**config.mk**
```make
export PLATFORM = sky130hd
export DESIGN_NAME = cdd_top
export DESIGN_NICKNAME = d
export VERILOG_FILES = /design/src/rtl/cdd_pkg.sv /design/src/rtl/cdd_stage.sv /design/src/rtl/cdd_top.sv
export VERILOG_INCLUDE_DIRS = /design/src /design/src/rtl
export SDC_FILE = /design/constraint.sdc
export NUM_CORES = 1
export LEC_CHECK = 0
export ABC_AREA = 1
export BUFFER_PORTS_ARGS = -buffer_cell sky130_fd_sc_hd__buf_4
export CAP_MARGIN = 30
export CORE_MARGIN = 5
export CORE_UTILIZATION = 55
export CTS_CLUSTER_DIAMETER = 200
export DETAILED_ROUTE_END_ITERATION = 10
export PLACE_DENSITY = 0.8
export SLEW_MARGIN = 20
export SYNTH_ARGS = -nofsm -noshare
export SYNTH_HDL_FRONTEND = slang
export SYNTH_SLANG_ARGS = --single-unit
```
**constraint.sdc**
```tcl
create_clock -name ref_clk -period 2.3 [get_ports ref_clk]
set_clock_uncertainty 0.1 [all_clocks]
set_input_delay 0.345 -clock ref_clk [delete_from_list [all_inputs] [get_ports ref_clk]]
set_output_delay 0.345 -clock ref_clk [all_outputs]
set_load 0.05 [all_outputs]
```
**src/rtl/cdd_defines.svh**
```systemverilog
// Register map, field positions and reset values of the cascaded divider
// Function
// Software sets low count equal to high count for an even stage.
// Software sets low count one above high count for an odd stage.
// With one stage bypassed, software bypasses the second and keeps the first.
// With one even stage only, software puts it on the second stage.
// Uncorrected upstream divider alone gives 50%, 33.3% or 40% high time.
// Uncorrected, no upstream divider, both stages bypassed: input duty passes unchanged.
// Uncorrected active stage: high fraction is (N+1)/(N+M+2) of last stage.
// Corrected, 50% source, balanced counts: output is always 50%.
// Corrected, any source: even upstream or balanced even stage gives 50%.
// Corrected, both bypassed: (1+X)/3 for ratio three, (2+X)/5 for five.
// Correction is on after reset until the disable bit is set.
// Each count field holds cycles minus one.
// Both stages active: total division is the product of the stage ratios.
`ifndef CDD_DEFINES_SVH
`define CDD_DEFINES_SVH
`define CDD_ADDR_STAGE1   4'h0
`define CDD_ADDR_STAGE2   4'h1
`define CDD_ADDR_CTRL     4'h2
`define CDD_ADDR_STATUS   4'h3
`define CDD_HIGH_MSB      3
`define CDD_HIGH_LSB      0
`define CDD_LOW_MSB       7
`define CDD_LOW_LSB       4
`define CDD_CTRL_DCC_DIS  0
`define CDD_CTRL_BYP1     4
`define CDD_CTRL_BYP2     5
`define CDD_CTRL_PRE_MSB  7
`define CDD_CTRL_PRE_LSB  6
`define CDD_STAT_CLK      0
`define CDD_STAT_BYP_MIS  1
`define CDD_STAT_UNBAL    2
`define CDD_STAT_EVEN_MIS 3
`define CDD_STAGE_RESET   8'h00
`define CDD_CTRL_RESET    8'h30
`define CDD_CNT_START     5'h1f
`define CDD_PRE2_HIGH     4'h0
`define CDD_PRE2_LOW      4'h0
`define CDD_PRE3_HIGH     4'h0
`define CDD_PRE3_LOW      4'h1
`define CDD_PRE5_HIGH     4'h1
`define CDD_PRE5_LOW      4'h2
`endif

```
**src/rtl/cdd_pkg.sv**
```systemverilog
// Types and helpers shared by the cascaded divider
package cdd_pkg;
  typedef enum logic [1:0] {
    CDD_PRE_NONE = 2'b00,
    CDD_PRE_DIV2 = 2'b01,
    CDD_PRE_DIV3 = 2'b10,
    CDD_PRE_DIV5 = 2'b11
  } cdd_pre_t;

  // Period minus one in input cycles
  function automatic logic [4:0] cdd_period_m1(input logic [3:0] n, input logic [3:0] m);
    cdd_period_m1 = {1'b0, n} + {1'b0, m} + 5'h01;
  endfunction

  function automatic logic cdd_is_even(input logic [3:0] n, input logic [3:0] m);
    cdd_is_even = (n[0] == m[0]);
  endfunction

  function automatic logic cdd_is_odd_bal(input logic [3:0] n, input logic [3:0] m);
    cdd_is_odd_bal = ({1'b0, m} == ({1'b0, n} + 5'h01));
  endfunction
endpackage

```
**src/rtl/cdd_stage.sv**
```systemverilog
// One divider stage working on rise and fall events of its input clock
`timescale 1ns/1ps
`include "cdd_defines.svh"
module cdd_stage import cdd_pkg::*; (
  input  wire logic       ref_clk,
  input  wire logic       rst_b,
  input  wire logic       in_lvl,
  input  wire logic       in_rise,
  input  wire logic       in_fall,
  input  wire logic       bypass,
  input  wire logic       dcc_en,
  input  wire logic [3:0] n,
  input  wire logic [3:0] m,
  output logic            out_lvl,
  output logic            out_rise,
  output logic            out_fall
);
  logic [4:0] cnt;
  logic       next_out;
  logic       dcc_odd;
  logic [4:0] period_m1;

  assign period_m1 = cdd_period_m1(n, m);
  // Half-cycle placement only for an odd stage set up with one extra low cycle
  assign dcc_odd   = dcc_en && cdd_is_odd_bal(n, m);

  always_comb begin
    next_out = out_lvl;
    if (bypass) begin
      next_out = in_lvl;
    end else if (in_rise && (cnt >= period_m1)) begin
      next_out = 1'b1;
    end else if (in_rise && !dcc_odd && (cnt == {1'b0, n})) begin
      next_out = 1'b0;
    end else if (in_fall && dcc_odd && (cnt == ({1'b0, n} + 5'h01))) begin
      next_out = 1'b0;
    end
  end

  // Starts at the top so the first input rise opens a high phase
  always_ff @(posedge ref_clk or negedge rst_b) begin
    if (!rst_b) begin
      cnt <= `CDD_CNT_START;
    end else if (bypass) begin
      cnt <= `CDD_CNT_START;
    end else if (in_rise) begin
      cnt <= (cnt >= period_m1) ? 5'h00 : cnt + 5'h01;
    end
  end

  always_ff @(posedge ref_clk or negedge rst_b) begin
    if (!rst_b) begin
      out_lvl  <= 1'b0;
      out_rise <= 1'b0;
      out_fall <= 1'b0;
    end else begin
      out_lvl  <= next_out;
      out_rise <= next_out & ~out_lvl;
      out_fall <= ~next_out & out_lvl;
    end
  end
endmodule

```
**src/rtl/cdd_top.sv**
```systemverilog
// Cascaded two-stage channel divider with upstream divider and duty correction
`timescale 1ns/1ps
`include "cdd_defines.svh"
module cdd_top import cdd_pkg::*; (
  input  wire logic       ref_clk,
  input  wire logic       rst_b,
  input  wire logic       src_clk,
  input  wire logic [3:0] addr,
  input  wire logic [7:0] wdata,
  input  wire logic       wr_en,
  input  wire logic       rd_en,
  output logic      [7:0] rdata,
  output logic            clk_out
);
  logic [7:0] stage1_cfg;
  logic [7:0] stage2_cfg;
  logic [7:0] ctrl;
  logic       src_meta;
  logic       src_sync;
  logic       src_prev;
  logic       src_rise;
  logic       src_fall;
  logic       dcc_en;
  logic       byp1;
  logic       byp2;
  cdd_pre_t   pre_sel;
  logic [3:0] pre_n;
  logic [3:0] pre_m;
  logic [3:0] n1;
  logic [3:0] m1;
  logic [3:0] n2;
  logic [3:0] m2;
  logic       pre_lvl;
  logic       pre_rise;
  logic       pre_fall;
  logic       s1_lvl;
  logic       s1_rise;
  logic       s1_fall;
  logic       s2_rise;
  logic       s2_fall;
  logic [7:0] status;

  // Register writes
  always_ff @(posedge ref_clk or negedge rst_b) begin
    if (!rst_b) begin
      stage1_cfg <= `CDD_STAGE_RESET;
      stage2_cfg <= `CDD_STAGE_RESET;
      ctrl       <= `CDD_CTRL_RESET;
    end else if (wr_en) begin
      if (addr == `CDD_ADDR_STAGE1) begin
        stage1_cfg <= wdata;
      end
      if (addr == `CDD_ADDR_STAGE2) begin
        stage2_cfg <= wdata;
      end
      if (addr == `CDD_ADDR_CTRL) begin
        ctrl <= wdata;
      end
    end
  end

  assign dcc_en  = ~ctrl[`CDD_CTRL_DCC_DIS];
  assign byp1    = ctrl[`CDD_CTRL_BYP1];
  assign byp2    = ctrl[`CDD_CTRL_BYP2];
  assign pre_sel = cdd_pre_t'(ctrl[`CDD_CTRL_PRE_MSB:`CDD_CTRL_PRE_LSB]);
  assign n1      = stage1_cfg[`CDD_HIGH_MSB:`CDD_HIGH_LSB];
  assign m1      = stage1_cfg[`CDD_LOW_MSB:`CDD_LOW_LSB];
  assign n2      = stage2_cfg[`CDD_HIGH_MSB:`CDD_HIGH_LSB];
  assign m2      = stage2_cfg[`CDD_LOW_MSB:`CDD_LOW_LSB];

  // Upstream ratio as high and low counts: 2 = 1+1, 3 = 1+2, 5 = 2+3
  always_comb begin
    unique case (pre_sel)
      CDD_PRE_NONE: begin
        pre_n = `CDD_PRE2_HIGH;
        pre_m = `CDD_PRE2_LOW;
      end
      CDD_PRE_DIV2: begin
        pre_n = `CDD_PRE2_HIGH;
        pre_m = `CDD_PRE2_LOW;
      end
      CDD_PRE_DIV3: begin
        pre_n = `CDD_PRE3_HIGH;
        pre_m = `CDD_PRE3_LOW;
      end
      CDD_PRE_DIV5: begin
        pre_n = `CDD_PRE5_HIGH;
        pre_m = `CDD_PRE5_LOW;
      end
    endcase
  end

  // Source pin synchroniser; edges only seen after the second flop
  always_ff @(posedge ref_clk or negedge rst_b) begin
    if (!rst_b) begin
      src_meta <= 1'b0;
      src_sync <= 1'b0;
      src_prev <= 1'b0;
    end else begin
      src_meta <= src_clk;
      src_sync <= src_meta;
      src_prev <= src_sync;
    end
  end

  // Source must stay well below half of ref_clk for both edges to be seen
  assign src_rise = src_sync & ~src_prev;
  assign src_fall = ~src_sync & src_prev;

  cdd_stage u_pre (
    .ref_clk  (ref_clk),
    .rst_b    (rst_b),
    .in_lvl   (src_sync),
    .in_rise  (src_rise),
    .in_fall  (src_fall),
    .bypass   (pre_sel == CDD_PRE_NONE),
    .dcc_en   (dcc_en),
    .n        (pre_n),
    .m        (pre_m),
    .out_lvl  (pre_lvl),
    .out_rise (pre_rise),
    .out_fall (pre_fall)
  );

  cdd_stage u_stage1 (
    .ref_clk  (ref_clk),
    .rst_b    (rst_b),
    .in_lvl   (pre_lvl),
    .in_rise  (pre_rise),
    .in_fall  (pre_fall),
    .bypass   (byp1),
    .dcc_en   (dcc_en),
    .n        (n1),
    .m        (m1),
    .out_lvl  (s1_lvl),
    .out_rise (s1_rise),
    .out_fall (s1_fall)
  );

  // Second stage counts first-stage edges, giving the product ratio
  cdd_stage u_stage2 (
    .ref_clk  (ref_clk),
    .rst_b    (rst_b),
    .in_lvl   (s1_lvl),
    .in_rise  (s1_rise),
    .in_fall  (s1_fall),
    .bypass   (byp2),
    .dcc_en   (dcc_en),
    .n        (n2),
    .m        (m2),
    .out_lvl  (clk_out),
    .out_rise (s2_rise),
    .out_fall (s2_fall)
  );

  // Status flags software misuse of the counts and bypass bits; hardware still divides
  always_comb begin
    status                     = 8'h00;
    status[`CDD_STAT_CLK]      = clk_out;
    status[`CDD_STAT_BYP_MIS]  = byp1 & ~byp2;
    status[`CDD_STAT_UNBAL]    = dcc_en & ((~byp1 & (n1 != m1) & ~cdd_is_odd_bal(n1, m1))
                               | (~byp2 & (n2 != m2) & ~cdd_is_odd_bal(n2, m2)));
    status[`CDD_STAT_EVEN_MIS] = ~byp1 & ~byp2 & cdd_is_even(n1, m1)
                               & ~cdd_is_even(n2, m2);
  end

  always_ff @(posedge ref_clk or negedge rst_b) begin
    if (!rst_b) begin
      rdata <= 8'h00;
    end else if (rd_en) begin
      unique case (addr)
        `CDD_ADDR_STAGE1: rdata <= stage1_cfg;
        `CDD_ADDR_STAGE2: rdata <= stage2_cfg;
        `CDD_ADDR_CTRL:   rdata <= ctrl;
        `CDD_ADDR_STATUS: rdata <= status;
        default:          rdata <= 8'h00;
      endcase
    end else begin
      rdata <= 8'h00;
    end
  end
endmodule

```
==> run_results.csv, run 1 <==
group,metric,value,unit
status,status,"finished with violations",
status,violations,"negative setup slack",
worst_setup_path,critical-path-slowest-cell,"dfrtp_1",
worst_setup_path,required,2.46,ns
synthesis,ys_seq_area_frac,0.387,
synthesis,synth_seq_cells,57,
sta,period_share,1.11,
global_route,grt_usage,0.237,
worst_setup_path,cp-endpoint,"u_stage1.cnt[1]$_DFFE_PN1P_",
routing,dr.pass1.iters,5,
synthesis,syn_inst,481,
power_and_ir_drop,p_total,5050,uW
final_layout,nNetsFinal,579,
die,core-area,0.00672,sq mm
final_layout,antenna_cells,0,
synthesis,async_flop_share,1.00,
synthesis,syn_area_per_cell,7.78,sq um
worst_setup_path,arrival,2.71,ns
synthesis,synth_top_area_cell,"dfrtp_1",
worst_setup_path,crit_type,"flop to flop",
placed_design,gp_congestion,0.990,
global_route,grt_max_degree,58,
worst_setup_path,worst-path-max-fanout,3,
worst_hold_path,hp-class,"input pin to flop",
die,initial_core_util,0.557,
clock_network,cts_tree,"done",
routing,routed_wl,9.93,mm
clock_network,root_buffer,"clkbuf_8",
clock_network,clk_pin_slew_worst_paths,0.06,ns
synthesis,ys_dominant_reg_cell,"dfrtp_1",
sta,worstMarginPinSlew,0.720,ns
final_layout,final_core_util,0.664,
synthesis,synth.area.top_cells,"dfrtp_1, dfstp_2, nand2_1",
worst_setup_path,rr_worst_depth,14,
sta,clock.fmax,392,MHz
final_layout,areaGrowthSynthToFinish,19.2,%
worst_setup_path,crit_path_max_incr_delay,0.40,ns
synthesis,yosysWarnings,0,
worst_setup_path,path_cells,"inv_2 -> ha_4 -> inv_2 -> fa_2 -> a21oi_2 -> nor2_1 -> nor2_1 -> ha_1 -> a21oi_2 -> o21a_1 -> nand3_2 -> buf_4 -> buf_6 -> o221ai_2",
die,row_count,30,
routing,wl_per_cell,16.0,um
worst_setup_path,critPathCaptureType,"flop",
worst_setup_path,cp_num_buf_inv,4,
global_route,grt_antenna_before_repair,0,
synthesis,synth_nets,526,
sta,finalWorstSetupSlack,-0.252,ns
synthesis,synth.most_common_cell,"nand2_1",
routing,drc,0,
sta,tns,-2.26,ns
placed_design,numPortBuffers,25,
power_and_ir_drop,p_leak,0.00227,uW
synthesis,synth_edf_count,0,
die,ios,26,
routing,drt-vias-per-instance,5.75,
die,dieArea,0.00855,sq mm
sta,finalCriticalPeriod,2.55,ns
flow_run,cap_violations,0,
routing,vias,3558,
final_layout,layout-drive-gt1-share,0.245,
sta,setup_viol,14,
routing,ant_nets,0,
worst_setup_path,reg2reg_slack,-0.25,ns
worst_setup_path,cp_top_family,"adder cells",
power_and_ir_drop,vdd_drop_max,0.000654,V
sta,rsz0062_at_grt,"true",
global_route,grt_pass1_wl,16.3,mm
routing,drt_iter0_drc,237,
worst_setup_path,timing.rr.end,"u_stage1.cnt[1]$_DFFE_PN1P_",
sta,slew_violations,0,
synthesis,synth_commonest_cells,"nand2_1, inv_1, dfrtp_1, nand3_1, ha_1",
worst_setup_path,cp.depth,14,
worst_setup_path,crit_path_start_kind,"flop",
power_and_ir_drop,power_density,1130,mW/mm^2
worst_setup_path,worst_r2r_startpoint,"stage1_cfg[4]$_DFFE_PN0P_",
synthesis,synth_top_area_share,0.267,
global_route,overflow,0,
worst_setup_path,crit_start,"stage1_cfg[4]$_DFFE_PN0P_",
clock_network,cts.sinks,57,
die,dieHeight,92.5,um
clock_network,clk_path_buf_depth,2,
synthesis,ys_types,37,
clock_network,cts_made_buffers,9,
placed_design,hpwl,7.26,mm
clock_network,ctsHtreeMaxLevel,3,
clock_network,clk-insertion-delay-late,0.34,ns
sta,hold_violations,0,
die,die_w,92.5,um
synthesis,syn_area,0.00374,sq mm
sta,maxSlewHeadroom,0.520,
global_route,grt_pass1_vias,3474,
[worst reg2reg max path: stages, from the launching register on]
cell	delay, ns
dfrtp_1	0.40
inv_2	0.08
ha_4	0.12
inv_2	0.03
fa_2	0.36
a21oi_2	0.13
nor2_1	0.06
nor2_1	0.09
ha_1	0.27
a21oi_2	0.15
o21a_1	0.16
nand3_2	0.12
buf_4	0.16
buf_6	0.11
o221ai_2	0.14
[where the power goes]
part	internal [uW]	switching (uW)	total, uW
Clock	445	397	842
Combinational	1080	1460	2540
Sequential	1320	341	1670
[area by class of cell]
type	count	area, sq um
clock buffers	13	159
clock inverters	3	15.0
fillers	545	2260
inverters	80	300
multi-input cells	333	2040
flip-flops and latches	57	1450
well taps	80	100
repair buffers	53	404
[registers in the layout (all words and copies together), names as in the netlist, 5 cells and up]
signal and cells:
stage1_cfg 8, u_pre.cnt 5, ctrl 8, rdata 8, u_stage2.cnt 5, u_stage1.cnt 5
stage2_cfg 8
[metal layers]
layer  track usage  wire length [um]  vias to the layer above
met5             0                 0                        -
met4        0.0854               214                        0
met3        0.0439               604                       28
met2         0.392              4800                      145
met1         0.309              4310                     1678
li1              -                 -                     1707
[cell usage in the layout, fill, tap and decap left out, drive strengths merged]
cell type / count
o21ai: 33
ha: 26
o221ai: 7
nor2: 28
xor2: 8
o31ai: 8
dfrtp: 40
nand2: 112
a21boi: 1
nand3: 37
a21oi: 25
clkbuf: 13
xnor2: 6
dlygate4sd3: 1
a221oi: 2
or3: 1
dfstp: 17
inv: 80
or2: 4
nor3: 5
o311ai: 1
o21a: 2
a211oi: 2
buf: 52
clkinv: 3
o22ai: 6
nand4: 16
fa: 2
nor3b: 1
[stage by stage]
step | setup WS (ns) | instance area [sq um] | std cells | hold slack (ns)
finish | -0.252 | 4460 | 619 | 0.0171
CTS | -0.222 | 4420 | 617 | 0.0108
floorplan | -0.166 | 3790 | 481 | -0.0506
global route | -0.391 | 4460 | 619 | 0.00835
detailed placement | -0.339 | 4170 | 595 | 0.242
global placement | -0.204 | 4170 | 595 | 0.238
[cell families after synthesis]
family / Yosys count / share of synthesized area
xor gates and xnor gates: 14 / 0.0328
and+or+nand+nor: 204 / 0.246
buffers and inverters: 91 / 0.0960
AOI/OAI and AO/OA: 87 / 0.140
DFF: 57 / 0.387
adders and majority gates: 28 / 0.0976
[worst min path at each step]
stage	startpoint	end	slack, ns	cells past startpoint
after floorplan	rst_b	ctrl[0]$_DFFE_PN0P_	-0.05	0
after global placement	src_meta$_DFF_PN0_	src_sync$_DFF_PN0_	0.24	0
after detailed placement	src_meta$_DFF_PN0_	src_sync$_DFF_PN0_	0.24	0
after CTS	src_clk	src_meta$_DFF_PN0_	0.01	1
after global routing	src_clk	src_meta$_DFF_PN0_	0.008	1
final	src_clk	src_meta$_DFF_PN0_	0.02	1
[what timing repair did]
| action | CTS | global route |
|---|---|---|
| endpoints found under the hold margin | 11 | 0 |
| setup buffers | 5 | 3 |
| setup endpoints to repair | 14 | 15 |
| resized for setup | 10 | 6 |
| pin swaps | 15 | 2 |
| hold buffers | 1 | 0 |
Power figures use the tool's default switching activity.
==> inputs of run 2 (changes only) <==
--- a/config.mk
+++ b/config.mk
@@ -10,11 +10,12 @@
 export BUFFER_PORTS_ARGS = -buffer_cell sky130_fd_sc_hd__buf_4
 export CAP_MARGIN = 30
 export CORE_MARGIN = 5
-export CORE_UTILIZATION = 55
+export CORE_UTILIZATION = 57
 export CTS_CLUSTER_DIAMETER = 200
 export DETAILED_ROUTE_END_ITERATION = 10
-export PLACE_DENSITY = 0.8
+export PLACE_DENSITY = 0.81
 export SLEW_MARGIN = 20
 export SYNTH_ARGS = -nofsm -noshare
 export SYNTH_HDL_FRONTEND = slang
+export SYNTH_HIERARCHICAL = 1
 export SYNTH_SLANG_ARGS = --single-unit
==> run 2 against run 1 <==
  * The run still ends with negative setup slack left
  * Synthesized area increased by 29%
  * Die area increased by 21%
  * Global-route usage increased by 1.4 points
  * Critical path depth unchanged
  * Via count increased by 31%
  * Final cell count increased by 41%
  * Synthesized cell count increased by 40%
  * Flip-flop and latch count unchanged
  * Clock power increased by 13%
  * Sequential share of layout area decreased by 7.8 points
  * Critical endpoint is now u_stage2/out_lvl$_DFF_PN0_
  * Highest routed layer unchanged
==> run_results.csv, run 2 <==
group,metric,value,unit
routing,ant_nets,0,
final_layout,n_fill_cell,639,
sta,clock.fmax,386,MHz
final_layout,areaGrowthSynthToFinish,22.0,%
clock_network,cts_tree,"done",
die,row_count,33,
global_route,grt_antenna_before_repair,0,
worst_setup_path,critPathCaptureType,"flop",
final_layout,final_cell_mix,"nand2_1, inv_1, buf_4",
worst_setup_path,cp-endpoint,"u_stage2/out_lvl$_DFF_PN0_",
worst_setup_path,reg2reg_slack,-0.29,ns
final_layout,final_core_util,0.716,
clock_network,ctsHtreeMaxLevel,3,
synthesis,yosysWarnings,6,
status,status,"finished with violations",
synthesis,syn_area_per_cell,7.18,sq um
power_and_ir_drop,vdd_drop_max,0.000661,V
synthesis,syn_inst,671,
worst_setup_path,worst_r2r_startpoint,"stage2_cfg[0]$_DFFE_PN0P_",
clock_network,clk_pin_slew_worst_paths,0.07,ns
sta,worstMarginPinSlew,0.700,ns
sta,setup_viol,22,
sta,maxSlewHeadroom,0.533,
status,violations,"negative setup slack",
synthesis,syn_area,0.00482,sq mm
placed_design,numPortBuffers,25,
die,initial_core_util,0.586,
global_route,overflow,0,
die,dieHeight,102,um
power_and_ir_drop,p_leak,0.00310,uW
placed_design,hpwl,9.04,mm
power_and_ir_drop,power_density,1000,mW/mm^2
worst_setup_path,worst-path-max-fanout,3,
clock_network,cts_made_buffers,9,
global_route,grt_pass1_wl,20.9,mm
final_layout,fin_cells,874,
worst_setup_path,required,2.44,ns
sta,hold_violations,0,
final_layout,final_common_cell,"nand2_1",
worst_setup_path,crit_start,"stage2_cfg[0]$_DFFE_PN0P_",
worst_setup_path,arrival,2.73,ns
sta,slew_violations,0,
clock_network,clk_path_buf_depth,2,
global_route,grt_max_degree,58,
clock_network,cts.sinks,57,
worst_setup_path,rr_worst_depth,14,
worst_setup_path,critical-path-slowest-cell,"dfrtp_2",
routing,drc,0,
sta,rsz0062_at_grt,"true",
worst_setup_path,crit_path_start_kind,"flop",
clock_network,clk-insertion-delay-late,0.34,ns
final_layout,antenna_cells,0,
worst_setup_path,path_cells,"inv_2 -> ha_4 -> inv_4 -> fa_2 -> a21o_1 -> a21oi_2 -> ha_4 -> a21oi_2 -> o21a_1 -> nand3_2 -> a21oi_2 -> nand2_1 -> nand2_1 -> inv_1",
routing,vias,4660,
routing,routed_wl,12.2,mm
global_route,grt_usage,0.251,
final_layout,layout-drive-gt1-share,0.268,
sta,period_share,1.13,
sta,finalWorstSetupSlack,-0.292,ns
clock_network,root_buffer,"clkbuf_8",
worst_setup_path,worst_path_most_repeated_cell,"a21oi_2",
placed_design,dp.cells,843,
die,core-area,0.00822,sq mm
worst_hold_path,hp-class,"input pin to flop",
global_route,grt_pass1_vias,4605,
routing,drt-vias-per-instance,5.33,
flow_run,cap_violations,0,
die,ios,26,
die,dieArea,0.0104,sq mm
final_layout,nNetsFinal,819,
routing,drt_iter0_drc,266,
worst_setup_path,crit_path_max_incr_delay,0.41,ns
sta,finalCriticalPeriod,2.59,ns
routing,dr.pass1.iters,5,
routing,wl_per_cell,13.9,um
worst_setup_path,timing.rr.end,"u_stage2/out_lvl$_DFF_PN0_",
worst_setup_path,crit_type,"flop to flop",
die,die_w,102,um
placed_design,gp_congestion,0.933,
run 2: cell types whose count changed in the layout (fill, tap and decap cells not counted), moves of 6 or more:
cell,change
o21ai_2,+24
buf_4,+17
o21ai_1,-7
conb_1,+23
nand3_2,+6
xnor2_1,+10
o21ai_0,-20
nand2_1,+76
nand3_1,+22
inv_1,+39
nor2_1,+13
o31ai_1,-6
run 2: how the worst min path moves through the flow:
stage | startpoint | end | slack, ns | cells past startpoint
after detailed placement | src_meta$_DFF_PN0_ | src_sync$_DFF_PN0_ | 0.24 | 0
final | rd_en | rdata[6]$_DFF_PN0_ | 0.18 | 3
after CTS | rd_en | rdata[6]$_DFF_PN0_ | 0.17 | 3
after global placement | src_meta$_DFF_PN0_ | src_sync$_DFF_PN0_ | 0.24 | 0
after global routing | rd_en | rdata[6]$_DFF_PN0_ | 0.18 | 3
after floorplan | rst_b | ctrl[0]$_DFFE_PN0P_ | -0.05 | 0
run 2: where the power goes:
group          leakage (uW)  total (uW)  switching (uW)  internal [uW]
Clock             0.0000929         948             444            504
Combinational       0.00232        3260            1820           1440
Sequential         0.000685        1680             351           1330
Total               0.00310        5890            2620           3270
run 2: final cells by class:
type | count | area (sq um) | area share
flip-flops and latches | 57 | 1450 | 0.247
clock inverters | 6 | 67.6 | 0.0115
multi-input cells | 496 | 3060 | 0.520
well taps | 105 | 131 | 0.0223
repair buffers | 72 | 553 | 0.0940
inverters | 128 | 493 | 0.0838
clock buffers | 10 | 128 | 0.0217
run 2: stage by stage:
| step | total power, uW | hold slack [ns] | area [sq um] | TNS, ns | worst slack, ns |
|---|---|---|---|---|---|
| 3_5_place_dp | 4450 | 0.242 | 5420 | -3.97 | -0.285 |
| 2_1_floorplan | 3660 | -0.0506 | 4950 | -0.751 | -0.165 |
| 4_1_cts | 5600 | 0.174 | 5760 | -2.48 | -0.193 |
| 6_report | 5890 | 0.179 | 5880 | -3.88 | -0.292 |
| 5_1_grt | 6380 | 0.179 | 5880 | -6.89 | -0.435 |
| 3_3_place_gp | 4310 | 0.237 | 5420 | -1.96 | -0.181 |
run 2: layer usage:
metal / vias up / share of wire / track usage
li1: 2325 / - / -
met1: 2164 / 0.41 / 0.316
met4: 0 / 0.019 / 0.0696
met2: 146 / 0.51 / 0.439
met3: 25 / 0.058 / 0.0498
met5: - / 0 / 0
run 2: worst max-delay path: cells and delay by family (launching register included):
family                   cells  cell delay, ns
AO/OA/AOI/OAI                5            0.85
adder cells (fa/ha/maj)      3            0.71
buffers and inverters        3            0.15
flip-flops                   1            0.41
AND/OR/NAND/NOR              3            0.26
run 2: what timing repair did:
item	CTS	global route
setup endpoints to repair	22	22
setup buffers	8	5
hold buffers	2	0
gates resized for setup	19	14
hold endpoints to repair	41	0
pin swaps	14	8
==> inputs of run 3 (changes only) <==
--- a/config.mk
+++ b/config.mk
@@ -14,6 +14,7 @@
 export CTS_CLUSTER_DIAMETER = 200
 export DETAILED_ROUTE_END_ITERATION = 10
 export PLACE_DENSITY = 0.81
+export RECOVER_POWER = 25
 export SLEW_MARGIN = 20
 export SYNTH_ARGS = -nofsm -noshare
 export SYNTH_HDL_FRONTEND = slang
==> run 3 against run 2 <==
  * The flow still finishes with violations (negative setup slack)
  * Critical path depth did not move
  * Global-route usage unchanged
  * Final cell count did not move
  * Clock power is 0.5% lower
  * Count of clock-buffer cells in the layout did not move
  * Critical endpoint unchanged
  * Largest cell class unchanged
  * Hold slack improved by 0.0049 ns
  * Utilization down 1.1 points
  * Power fell by 0.48%
  * Register-to-register slack hardly changed
  * Largest power group unchanged
==> run_results.csv, run 3 (synthesis results as in run 2) <==
group,metric,value,unit
status,status,"finished with violations",
status,violations,"negative setup slack",
routing,drc,0,
worst_setup_path,required,2.44,ns
sta,tns,-3.89,ns
sta,period_share,1.13,
clock_network,cts_tree,"done",
final_layout,fin_cells,874,
global_route,grt_pass1_vias,4605,
clock_network,clk-insertion-delay-late,0.34,ns
final_layout,final_cell_mix,"nand2_1, inv_1, buf_4",
worst_hold_path,hp-start,"rd_en",
final_layout,ff_latch_area,0.00145,sq mm
die,initial_core_util,0.586,
final_layout,stdcell_area,0.00579,sq mm
routing,drt_iter0_drc,306,
die,core-area,0.00822,sq mm
worst_setup_path,critPathCaptureType,"flop",
global_route,grt_max_degree,58,
final_layout,antenna_cells,0,
worst_setup_path,crit_type,"flop to flop",
sta,hold_violations,0,
sta,finalWorstSetupSlack,-0.294,ns
power_and_ir_drop,clock_power_share,0.161,
clock_network,clk_pin_slew_worst_paths,0.07,ns
sta,setup_viol,22,
worst_setup_path,rr_worst_depth,14,
clock_network,cts_made_buffers,9,
flow_run,cap_violations,0,
power_and_ir_drop,p_leak,0.00306,uW
sta,slew_violations,0,
routing,vias,4711,
final_layout,multi_input_area,0.00297,sq mm
power_and_ir_drop,seqPwrFrac,0.287,
die,die_w,102,um
worst_setup_path,timing.rr.end,"u_stage2/out_lvl$_DFF_PN0_",
routing,routed_wl,12.3,mm
power_and_ir_drop,pwr-share-comb,0.552,
die,dieHeight,102,um
placed_design,gp_congestion,0.933,
worst_setup_path,arrival,2.73,ns
die,ios,26,
worst_setup_path,worst-path-max-fanout,3,
placed_design,dp.cells,843,
sta,rsz0062_at_grt,"true",
routing,dr.pass1.iters,5,
final_layout,n_fill_cell,665,
power_and_ir_drop,p_int,3260,uW
placed_design,dpl_cell_area,0.00542,sq mm
routing,wl_per_cell,14.0,um
die,row_count,33,
power_and_ir_drop,p_total,5860,uW
sta,maxSlewHeadroom,0.529,
global_route,grt_pass1_wl,20.9,mm
power_and_ir_drop,p_sw,2600,uW
placed_design,hpwl,9.04,mm
power_and_ir_drop,switching_share,0.444,
power_and_ir_drop,vdd_drop_max,0.000666,V
final_layout,nNetsFinal,819,
global_route,grt_usage,0.251,
clock_network,ctsHtreeMaxLevel,3,
worst_setup_path,worst_r2r_startpoint,"stage2_cfg[0]$_DFFE_PN0P_",
clock_network,root_buffer,"clkbuf_8",
power_and_ir_drop,power_density,1010,mW/mm^2
clock_network,cts.sinks,57,
sta,clock.fmax,385,MHz
sta,finalCriticalPeriod,2.59,ns
worst_setup_path,reg2reg_slack,-0.29,ns
global_route,grt_antenna_before_repair,0,
die,dieArea,0.0104,sq mm
routing,drt-vias-per-instance,5.39,
routing,ant_nets,0,
worst_hold_path,min_path_cells,3,
clock_network,clk_path_buf_depth,2,
global_route,overflow,0,
final_layout,layout-drive-gt1-share,0.239,
worst_setup_path,crit_path_start_kind,"flop",
sta,worstMarginPinSlew,0.707,ns
final_layout,areaGrowthSynthToFinish,20.2,%
final_layout,final_common_cell,"nand2_1",
placed_design,numPortBuffers,25,
worst_hold_path,whs_endpoint,"rdata[6]$_DFF_PN0_",
worst_hold_path,hp-class,"input pin to flop",
## run 3: per-stage QoR
stage / worst slack, ns / hold slack [ns] / util
after floorplan: -0.165 / -0.0506 / -
after CTS: -0.193 / 0.174 / 0.701
after global routing: -0.435 / 0.179 / 0.705
after global placement: -0.181 / 0.237 / 0.659
after detailed placement: -0.285 / 0.242 / 0.659
final: -0.294 / 0.183 / 0.705
## run 3: layout make-up
class                      instances  area share
tap                              105      0.0227
sequential                        57       0.250
inverter                         128      0.0851
multi-input combinational        496       0.513
timing repair buffer              72      0.0955
clock inverter                     6      0.0117
clock buffer                      10      0.0220
## run 3: routing by layer
layer  up-vias  part of all wire  global-route usage
met3        29             0.062              0.0498
met1      2194              0.41               0.316
met4         0             0.022              0.0696
met2       162              0.51               0.439
li1       2326                 -                   -
met5         -                 0                   0
## run 3: power groups by stage
stage	Sequential (uW)	Combinational (uW)	Clock [uW]
finish	1680	3230	943
global route	1710	3610	1030
CTS	1660	2980	960
detailed placement	1670	2780	0
global placement	1660	2640	0
floorplan	1620	2040	0
## run 3: worst max-delay path by stage
stage	cells past startpoint	to	slack, ns	startpoint
6_report	14	u_stage2/out_lvl$_DFF_PN0_	-0.29	stage2_cfg[0]$_DFFE_PN0P_
5_1_grt	14	u_stage2/out_lvl$_DFF_PN0_	-0.44	stage2_cfg[0]$_DFFE_PN0P_
4_1_cts	14	u_stage1/out_rise$_DFF_PN0_	-0.19	stage1_cfg[0]$_DFFE_PN0P_
3_5_place_dp	14	u_stage1/out_rise$_DFF_PN0_	-0.28	stage1_cfg[0]$_DFFE_PN0P_
3_3_place_gp	14	u_stage1/out_rise$_DFF_PN0_	-0.18	stage1_cfg[0]$_DFFE_PN0P_
2_1_floorplan	14	u_stage1/out_rise$_DFF_PN0_	-0.16	stage1_cfg[0]$_DFFE_PN0P_
## run 3: what timing repair did
action / in CTS / in global routing
hold buffers: 2 / 0
gates resized for setup: 19 / 14
pin swaps: 14 / 8
endpoints found under the hold margin: 41 / 0
setup endpoints to repair: 22 / 22
setup buffers: 8 / 5
## run 3: worst max-delay path: stages, from the launching register on
cell and delay, ns:
dfrtp_2 0.41, inv_2 0.08, ha_4 0.14, inv_4 0.03, fa_2 0.34, a21o_1 0.17, a21oi_2 0.17, ha_4 0.23
a21oi_2 0.15, o21a_1 0.21, nand3_2 0.13, a21oi_2 0.14, nand2_1 0.07, nand2_1 0.06, inv_1 0.04
